===== config.mk =====
export PLATFORM = sky130hd
export DESIGN_NAME = timer_link
export DESIGN_NICKNAME = d
export VERILOG_FILES = /design/src/common/timer_link_pkg.sv /design/src/rtl/timer_link.sv
export SDC_FILE = /design/constraint.sdc
export NUM_CORES = 1
export LEC_CHECK = 0
export ABC_AREA = 1
export ABC_CLOCK_PERIOD_IN_PS = 4800
export BUFFER_PORTS_ARGS = -buffer_cell sky130_fd_sc_hd__buf_2
export CORE_MARGIN = 2
export CORE_UTILIZATION = 59
export DETAILED_ROUTE_END_ITERATION = 6
export PLACE_DENSITY = 0.88
export SYNTH_ARGS = -nofsm -noshare
export SYNTH_HDL_FRONTEND = slang
export SYNTH_SLANG_ARGS = --single-unit

===== constraint.sdc =====
create_clock -name i_clk -period 4.8 [get_ports i_clk]
set_clock_uncertainty 0.05 [all_clocks]
set_input_delay 0.96 -clock i_clk [delete_from_list [all_inputs] [get_ports i_clk]]
set_output_delay 0.96 -clock i_clk [all_outputs]
set_load 0.02 [all_outputs]

===== src/common/timer_link_pkg.sv =====
package timer_link_pkg;
  // ----------------------------------------
  // widths
  // ----------------------------------------
  localparam int NUM_CH = 8;
  localparam int ADDR_W = 20;
  localparam int DATA_W = 16;
  // ----------------------------------------
  // register offsets
  // ----------------------------------------
  localparam logic [19:0] OUTPUT_MODE_SELECT_ADDR = 20'hF01BE;
  localparam logic [19:0] OUTPUT_POLARITY_ADDR = 20'hF01C0;
  localparam logic [19:0] OUTPUT_ENABLE_ADDR = 20'hF01C2;
  localparam logic [19:0] INPUT_FILTER_ENABLE_ADDR = 20'hF01C4;
  localparam logic [19:0] START_TRIGGER_ADDR = 20'hF01C6;
  localparam logic [19:0] STOP_TRIGGER_ADDR = 20'hF01C8;
  localparam logic [19:0] ACTIVE_STATUS_ADDR = 20'hF01CA;
  localparam logic [19:0] MODE_BASE_ADDR = 20'hF01D0;
  localparam logic [19:0] OUTPUT_LEVEL_ADDR = 20'hF01E0;
  // ----------------------------------------
  // reset values
  // ----------------------------------------
  localparam logic [15:0] OUTPUT_MODE_SELECT_RST = 16'h0000;
  localparam logic [7:0] INPUT_FILTER_ENABLE_RST = 8'h00;
  localparam logic [15:0] REG16_RST = 16'h0000;
  // ----------------------------------------
  // field positions
  // ----------------------------------------
  localparam int CLOCK_SELECT_HIGH_POS = 15;
  localparam int CLOCK_SELECT_LOW_POS = 14;
  localparam int COUNT_SOURCE_POS = 12;
  localparam int SPLIT_BYTE_POS = 11;
  localparam int START_INT_OPTION_POS = 0;
  localparam int UPPER_CH1_POS = 9;
  localparam int UPPER_CH3_POS = 11;
  // ----------------------------------------
  // timing counts
  // ----------------------------------------
  localparam int FILTER_STABLE_CYCLES = 2;
endpackage : timer_link_pkg


===== src/rtl/timer_link.sv =====
// Functional notes
// RULE1: polarity bit 1 inverts channel output, 0 keeps it active high.
// RULE2: polarity change takes effect at the next output change only.
// RULE3: mode bit 0 toggles output on each own-channel interrupt.
// RULE4: mode bit 1 sets on master interrupt, resets on own interrupt.
// RULE5: new mode applies only at a set/reset event while output enabled.
// RULE6: filter on: synchronise, accept level stable for two clocks.
// RULE7: filter off: synchronise only, no stability check.
// RULE8: one filter enable bit per input pin, 1 means on.
// RULE9: software makes only even channels masters.
// RULE10: slaves above their master, never channel 0, several allowed.
// RULE11: no other master between a slave and its master.
// RULE12: slave clock select bits equal the master's.
// RULE13: master signals go only upward; slaves forward nothing.
// RULE14: linked channels start with one simultaneous write.
// RULE15: no retrigger of slave channels alone while counting.
// RULE16: linked channels stop with one simultaneous write.
// RULE17: no auxiliary prescaler clocks during simultaneous operation.
// RULE18: split 8-bit mode only on channels 1 and 3, via split bit.
// RULE19: upper half is interval only, interrupts at start.
// RULE20: upper half uses lower clock select, own start/stop/status bits.
// RULE21: in 16-bit mode upper start/stop ignored, status unchanged.
// RULE22: no simultaneous functions on split channels.
// RULE23: count source bit picks operation clock or input edges.
`timescale 1ns/1ps
module timer_link
  import timer_link_pkg::*;
(
  // clock and reset
  input wire logic i_clk,
  input wire logic i_rstn,
  input wire logic i_ce,
  // register port
  input wire logic [timer_link_pkg::ADDR_W-1:0] i_addr,
  input wire logic [timer_link_pkg::DATA_W-1:0] i_wdata,
  input wire logic i_wr,
  input wire logic i_rd,
  output logic [timer_link_pkg::DATA_W-1:0] o_rdata,
  // timer core events
  input wire logic [timer_link_pkg::NUM_CH-1:0] i_channel_interrupt,
  input wire logic [timer_link_pkg::NUM_CH-1:0] i_master_sel,
  input wire logic [3:0] i_op_clock_tick,
  // pins
  input wire logic [timer_link_pkg::NUM_CH-1:0] i_timer_input_pin,
  output logic [timer_link_pkg::NUM_CH-1:0] o_timer_out,
  // to counters
  output logic [timer_link_pkg::NUM_CH-1:0] o_count_clock,
  output logic [timer_link_pkg::NUM_CH-1:0] o_start_pulse,
  output logic [timer_link_pkg::NUM_CH-1:0] o_stop_pulse,
  output logic [timer_link_pkg::NUM_CH-1:0] o_active,
  output logic [1:0] o_upper_active,
  output logic [1:0] o_upper_tick,
  output logic [1:0] o_upper_start_irq
);
  import timer_link_pkg::*;

  // ----------------------------------------
  // registers
  // ----------------------------------------
  logic [15:0] mode_sel_q, mode_sel_d, pol_q, pol_d, oen_q, oen_d;
  logic [7:0] filt_en_q, filt_en_d;
  logic [15:0] chmode_q [NUM_CH];
  logic [15:0] chmode_d [NUM_CH];
  logic [7:0] level_q, level_d;
  logic [7:0] mode_eff_q, mode_eff_d;
  logic [7:0] active_q, active_d;
  logic [1:0] up_act_q, up_act_d;
  logic [15:0] rdata_q, rdata_d;
  logic [7:0] start_q, start_d, stop_q, stop_d;
  logic [1:0] up_start_q, up_start_d;
  logic wr_start, wr_stop;

  assign wr_start = i_ce && i_wr && (i_addr == START_TRIGGER_ADDR);
  assign wr_stop = i_ce && i_wr && (i_addr == STOP_TRIGGER_ADDR);

  // ----------------------------------------
  // input synchronise and filter
  // ----------------------------------------
  logic [7:0] sync1_q, sync2_q, sync3_q, filt_q, cnt_clk_q;
  logic [7:0] cnt_clk_d, filt_d;
  logic [7:0] op_tick;

  always_comb begin
    for (int c = 0; c < NUM_CH; c++) begin
      op_tick[c] = i_op_clock_tick[{chmode_q[c][CLOCK_SELECT_HIGH_POS],
                                    chmode_q[c][CLOCK_SELECT_LOW_POS]}];
    end
  end

  genvar g;
  generate
    for (g = 0; g < NUM_CH; g++) begin : g_in
      always_comb begin
        filt_d[g] = filt_q[g];
        if (op_tick[g]) begin
          if (!filt_en_q[g]) begin
            filt_d[g] = sync2_q[g]; // RULE7
          end else if (sync3_q[g] == sync2_q[g]) begin
            filt_d[g] = sync3_q[g]; // RULE6 RULE8
          end
        end
        // edge picked when count source bit is set, else operation clock
        if (chmode_q[g][COUNT_SOURCE_POS]) begin
          cnt_clk_d[g] = filt_d[g] & ~filt_q[g]; // RULE23
        end else begin
          cnt_clk_d[g] = op_tick[g]; // RULE23
        end
      end
    end
  endgenerate

  always_ff @(posedge i_clk) begin
    if (!i_rstn) begin
      sync1_q <= 8'h00;
      sync2_q <= 8'h00;
      sync3_q <= 8'h00;
      filt_q <= 8'h00;
      cnt_clk_q <= 8'h00;
    end else if (i_ce) begin
      sync1_q <= i_timer_input_pin;
      sync2_q <= sync1_q;
      for (int c = 0; c < NUM_CH; c++) begin
        if (op_tick[c]) begin
          sync3_q[c] <= sync2_q[c];
        end
      end
      filt_q <= filt_d;
      cnt_clk_q <= cnt_clk_d;
    end
  end

  // ----------------------------------------
  // linking and outputs
  // ----------------------------------------
  // nearest master at or below each channel; masters never take from others
  logic [2:0] master_of [NUM_CH];
  always_comb begin
    for (int c = 0; c < NUM_CH; c++) begin
      master_of[c] = 3'(c);
      if (!i_master_sel[c] || (c % 2) != 0) begin
        for (int k = 0; k < c; k++) begin
          if (i_master_sel[k] && (k % 2) == 0) begin
            master_of[c] = 3'(k); // RULE13
          end
        end
      end
    end
  end

  always_comb begin
    mode_sel_d = mode_sel_q;
    pol_d = pol_q;
    oen_d = oen_q;
    filt_en_d = filt_en_q;
    level_d = level_q;
    mode_eff_d = mode_eff_q;
    active_d = active_q;
    up_act_d = up_act_q;
    start_d = 8'h00;
    stop_d = 8'h00;
    up_start_d = 2'b00;
    rdata_d = 16'h0000;
    for (int c = 0; c < NUM_CH; c++) begin
      chmode_d[c] = chmode_q[c];
    end
    if (i_wr) begin
      case (i_addr)
        OUTPUT_MODE_SELECT_ADDR: mode_sel_d = {8'h00, i_wdata[7:1], 1'b0};
        OUTPUT_POLARITY_ADDR: pol_d = {8'h00, i_wdata[7:1], 1'b0};
        OUTPUT_ENABLE_ADDR: oen_d = {8'h00, i_wdata[7:0]};
        INPUT_FILTER_ENABLE_ADDR: filt_en_d = i_wdata[7:0]; // RULE8
        default: begin
          for (int c = 0; c < NUM_CH; c++) begin
            if (i_addr == MODE_BASE_ADDR + 20'(2 * c)) begin
              chmode_d[c] = i_wdata;
            end
          end
        end
      endcase
    end
    // start and stop in one write keep linked channels in step
    if (wr_start) begin
      start_d = i_wdata[7:0];
      active_d = active_q | i_wdata[7:0];
    end
    if (wr_stop) begin
      stop_d = i_wdata[7:0];
      active_d = active_d & ~i_wdata[7:0];
    end
    // upper halves only in split mode
    for (int u = 0; u < 2; u++) begin
      if (chmode_q[2 * u + 1][SPLIT_BYTE_POS]) begin // RULE18 RULE21
        if (wr_start && i_wdata[UPPER_CH1_POS + 2 * u]) begin
          up_act_d[u] = 1'b1; // RULE20
          up_start_d[u] = 1'b1; // RULE19
        end
        if (wr_stop && i_wdata[UPPER_CH1_POS + 2 * u]) begin
          up_act_d[u] = 1'b0; // RULE20
        end
      end
    end
    // output waveform
    for (int c = 0; c < NUM_CH; c++) begin
      logic set_ev, rst_ev;
      set_ev = 1'b0;
      rst_ev = 1'b0;
      if (oen_q[c]) begin
        if (i_channel_interrupt[master_of[c]] && master_of[c] != 3'(c)) begin
          set_ev = 1'b1;
        end
        if (i_channel_interrupt[c]) begin
          rst_ev = 1'b1;
        end
        if (set_ev || rst_ev) begin
          mode_eff_d[c] = mode_sel_q[c]; // RULE5
          if (!mode_eff_d[c]) begin
            if (rst_ev) begin
              level_d[c] = ~level_q[c]; // RULE3
            end
          end else if (rst_ev) begin
            level_d[c] = 1'b0; // RULE4
          end else begin
            level_d[c] = 1'b1; // RULE4
          end
        end
      end
    end
    if (i_rd) begin
      case (i_addr)
        OUTPUT_MODE_SELECT_ADDR: rdata_d = mode_sel_q;
        OUTPUT_POLARITY_ADDR: rdata_d = pol_q;
        OUTPUT_ENABLE_ADDR: rdata_d = oen_q;
        INPUT_FILTER_ENABLE_ADDR: rdata_d = {8'h00, filt_en_q};
        ACTIVE_STATUS_ADDR: rdata_d = {4'h0, up_act_q[1], 1'b0, up_act_q[0], 1'b0, active_q};
        OUTPUT_LEVEL_ADDR: rdata_d = {8'h00, level_q};
        default: begin
          for (int c = 0; c < NUM_CH; c++) begin
            if (i_addr == MODE_BASE_ADDR + 20'(2 * c)) begin
              rdata_d = chmode_q[c];
            end
          end
        end
      endcase
    end
  end

  // polarity sampled only when the raw level changes
  logic [7:0] out_d, pol_eff_q, pol_eff_d;
  always_comb begin
    for (int c = 0; c < NUM_CH; c++) begin
      pol_eff_d[c] = (level_d[c] != level_q[c]) ? pol_q[c] : pol_eff_q[c]; // RULE2
      out_d[c] = level_d[c] ^ pol_eff_d[c]; // RULE1
    end
  end

  always_ff @(posedge i_clk) begin
    if (!i_rstn) begin
      mode_sel_q <= OUTPUT_MODE_SELECT_RST;
      pol_q <= REG16_RST;
      oen_q <= REG16_RST;
      filt_en_q <= INPUT_FILTER_ENABLE_RST;
      level_q <= 8'h00;
      mode_eff_q <= 8'h00;
      pol_eff_q <= 8'h00;
      active_q <= 8'h00;
      up_act_q <= 2'b00;
      rdata_q <= 16'h0000;
      start_q <= 8'h00;
      stop_q <= 8'h00;
      up_start_q <= 2'b00;
      o_timer_out <= 8'h00;
      o_upper_tick <= 2'b00;
      for (int c = 0; c < NUM_CH; c++) begin
        chmode_q[c] <= REG16_RST;
      end
    end else if (i_ce) begin
      mode_sel_q <= mode_sel_d;
      pol_q <= pol_d;
      oen_q <= oen_d;
      filt_en_q <= filt_en_d;
      level_q <= level_d;
      mode_eff_q <= mode_eff_d;
      pol_eff_q <= pol_eff_d;
      active_q <= active_d;
      up_act_q <= up_act_d;
      rdata_q <= rdata_d;
      start_q <= start_d;
      stop_q <= stop_d;
      up_start_q <= up_start_d;
      o_timer_out <= out_d;
      // upper half runs on the lower half's selected clock
      o_upper_tick <= {op_tick[3] & up_act_d[1], op_tick[1] & up_act_d[0]}; // RULE20
      for (int c = 0; c < NUM_CH; c++) begin
        chmode_q[c] <= chmode_d[c];
      end
    end
  end

  assign o_rdata = rdata_q;
  assign o_count_clock = cnt_clk_q;
  assign o_start_pulse = start_q;
  assign o_stop_pulse = stop_q;
  assign o_active = active_q;
  assign o_upper_active = up_act_q;
  assign o_upper_start_irq = up_start_q;
endmodule : timer_link


==> flow_summary.json <==
{
  "status": "finished, violations left",
  "failed_checks": "design-rule violations",
  "fin_util": 0.6779,
  "syn_avg_cell_area_um2": 8.187,
  "vias": 11520,
  "synth.distinct_cells": 51,
  "ys_ff_latch": 268,
  "cts_made_buffers": 27,
  "wl_um": 36150,
  "swShare": 0.2413,
  "synth_fp_nets": 1587,
  "antenna_found_initial": 0,
  "combPwrFrac": 0.074,
  "synthTopCellsByArea": "edfxtp_1, dfxtp_1, nand2_1",
  "largest_reg_flops": 128,
  "synth_top_area_cell": "edfxtp_1",
  "rr_worst_depth": 11,
  "fmax_mhz": 315.0,
  "grt_most_used_layer": "met2",
  "finalHoldViolCount": 0,
  "synth_area_um2": 12430,
  "fin_hold_ws_ns": 0.4043,
  "fill_cells": 1574,
  "wire_per_inst_um": 18.75,
  "initial_core_util": 0.5969,
  "tightest_slew_ns": 1.033,
  "start_kind": "input pin",
  "drc": 1,
  "critPathRequiredTime_ns": 5.21,
  "end_kind": "flop",
  "drv_slew": 0,
  "arrival_ns": 3.58,
  "p_int_uw": 3768,
  "syn_inst": 1518,
  "irDropWorstVdd_uv": 295.7,
  "power_density_nw_per_um2": 351.8,
  "yosysSeqAreaShare": 0.5348,
  "ff2ff_setup_slack_ns": 3.14,
  "drt.antenna.violating_nets": 0,
  "pwr-share-seq": 0.518,
  "period_share": 0.6613,
  "cts_resized": 0,
  "grt_use_met3": 0.06453,
  "cts_sinks": 268,
  "critPathKind": "in -> reg",
  "synth-async-reset-ratio": 0,
  "hold_path_class": "reg -> reg",
  "rr_startpoint": "mode_sel_q[4]",
  "gp_congestion": 1.027,
  "synth_warnings": 0,
  "rsz0062_at_grt": "no",
  "p_leak_uw": 0.006108,
  "cts_tree": "done",
  "grt_pass1_vias": 10610,
  "clockRootBuffer": "clkbuf_16",
  "h-tree-depth": 1,
  "finalSetupTns_ns": 0,
  "gr-total-overflow": 0,
  "p_switching_uw": 1198,
  "pin_count": 131,
  "finalSetupViolCount": 0,
  "n_antenna_cell": 0,
  "grt_start_max_net_pins": 55,
  "cts_setup_buffers": 0,
  "ys.flop_type": "dfxtp_1",
  "postCtsHoldBufs": 0,
  "cts_buffer_depth": 3,
  "use_met1": 0.4203,
  "area_growth_syn_to_layout_pct": 13.58,
  "dpl_cell_area_um2": 13270,
  "dp_hpwl_um": 25330,
  "routed_via_density": 5.973,
  "die_w_um": 149.1,
  "port_buffers": 126,
  "synth_enable_flop_cells": 128,
  "layout-drive-gt1-share": 0.1446,
  "rows": 53,
  "reg2reg_to": "o_timer_out[4]",
  "nNetsFinal": 1703,
  "holdPathEnd": "pol_eff_q[0]",
  "clock_latency_ns": 0.54,
  "regMostFlops": "chmode_q",
  "hp-start": "pol_eff_q[0]",
  "grt.total_usage": 0.3189,
  "core_um2": 20820,
  "fin_crit_ns": 3.174,
  "drv_cap": 0,
  "min_path_cells": 2,
  "synth_top_area_frac": 0.3093,
  "drt_first_pass_iters": 7,
  "met2_usage": 0.5037,
  "grt_pass1_wl_um": 55320,
  "drtIter0Drc": 1553,
  "cp_max_fo": 31,
  "path_clk_slew_ns": 0.06,
  "clkPwrFrac": 0.408,
  "max_slew_margin": 0.3048,
  "fin_total_pwr_uw": 4967,
  "final_cell_area_um2": 14120,
  "fp.dieH_um": 149.1,
  "dieArea_um2": 22240
}
cells in the final DEF (no fill, tap or decap), drive strengths merged, types with 2 or more instances in the layout:
cell and instances:
a211oi 6, a21oi 179, a31oi 2, buf 138
clkbuf 42, clkinv 7, dfxtp 140, edfxtp 128
inv 189, nand2 346, nand3 104, nand4 26
nor2 175, nor3 13, nor4 2, o211ai 16
o21ai 108, o22ai 11, o31ai 3, or2 4
xnor2 2
worst max-delay path: stages:
cell and delay [ns]:
buf_2 0.52, nand2_1 0.38, inv_1 0.29, nand2_1 0.08, nor4_1 0.84, nand2_1 0.22
a211oi_1 0.27
synthesized netlist by cell type, drive strengths merged (4+ instances only):
| library cell | number |
|---|---|
| o22ai | 11 |
| o21ai | 108 |
| dfxtp | 140 |
| nor2 | 175 |
| a211oi | 6 |
| nand2 | 346 |
| inv | 188 |
| nor3 | 13 |
| edfxtp | 128 |
| clkbuf | 28 |
| buf | 23 |
| o211ai | 16 |
| nand3 | 104 |
| a21oi | 179 |
| nand4 | 26 |
| or2 | 4 |
per-stage QoR:
stage,worst slack (ns),cells
finish,1.626,1928
global route,1.458,1928
CTS,1.732,1928
detailed placement,1.181,1880
global placement,1.286,1880
floorplan,1.118,1518
how the worst max path moves through the flow:
| stage | start | slack [ns] | cells after the start | end |
|---|---|---|---|---|
| final | i_ce | 1.63 | 7 | flop |
| after global routing | i_ce | 1.46 | 7 | flop |
| after CTS | i_ce | 1.73 | 7 | flop |
| after detailed placement | i_ce | 1.18 | 7 | flop |
| after global placement | i_addr[13] | 1.29 | 9 | chmode_q[1][13] |
| after floorplan | i_addr[5] | 1.12 | 7 | chmode_q[1][48] |
layout make-up:
cell class                 instances  area [um2]  share of cell area
clock buffer                      42       808.3             0.05726
sequential                       268        6646              0.4708
timing repair buffer             138       720.7             0.05105
clock inverter                     6       35.03            0.002482
multi-input combinational       1008        4845              0.3432
tap                              275       344.1             0.02438
inverter                         191       716.9             0.05079
kinds of logic (layout without fill, tap and decap cells):
kind of cell / Yosys count / count (layout) / share of synthesized area
simple gates: 674 / 674 / 0.2446
flops: 268 / 268 / 0.5348
buf+inv: 242 / 377 / 0.07621
mux: 1 / 1 / 0.0008054
compound gates: 330 / 330 / 0.1414
xor+xnor: 3 / 3 / 0.002115
power by group through the flow:
stage	clock network, uW	registers (uW)	logic (uW)
floorplan	0	2610	211
global placement	0	2610	340
detailed placement	0	2620	354
CTS	2020	2570	357
global route	2110	2580	398
finish	2030	2570	367
layer usage:
metal / share of wire / vias up
met4: 0.062 / 0
met1: 0.37 / 5230
li1: - / 5286
met2: 0.44 / 832
met5: 0 / -
met3: 0.12 / 168
No activity file was read; power rests on OpenSTA's default activity.
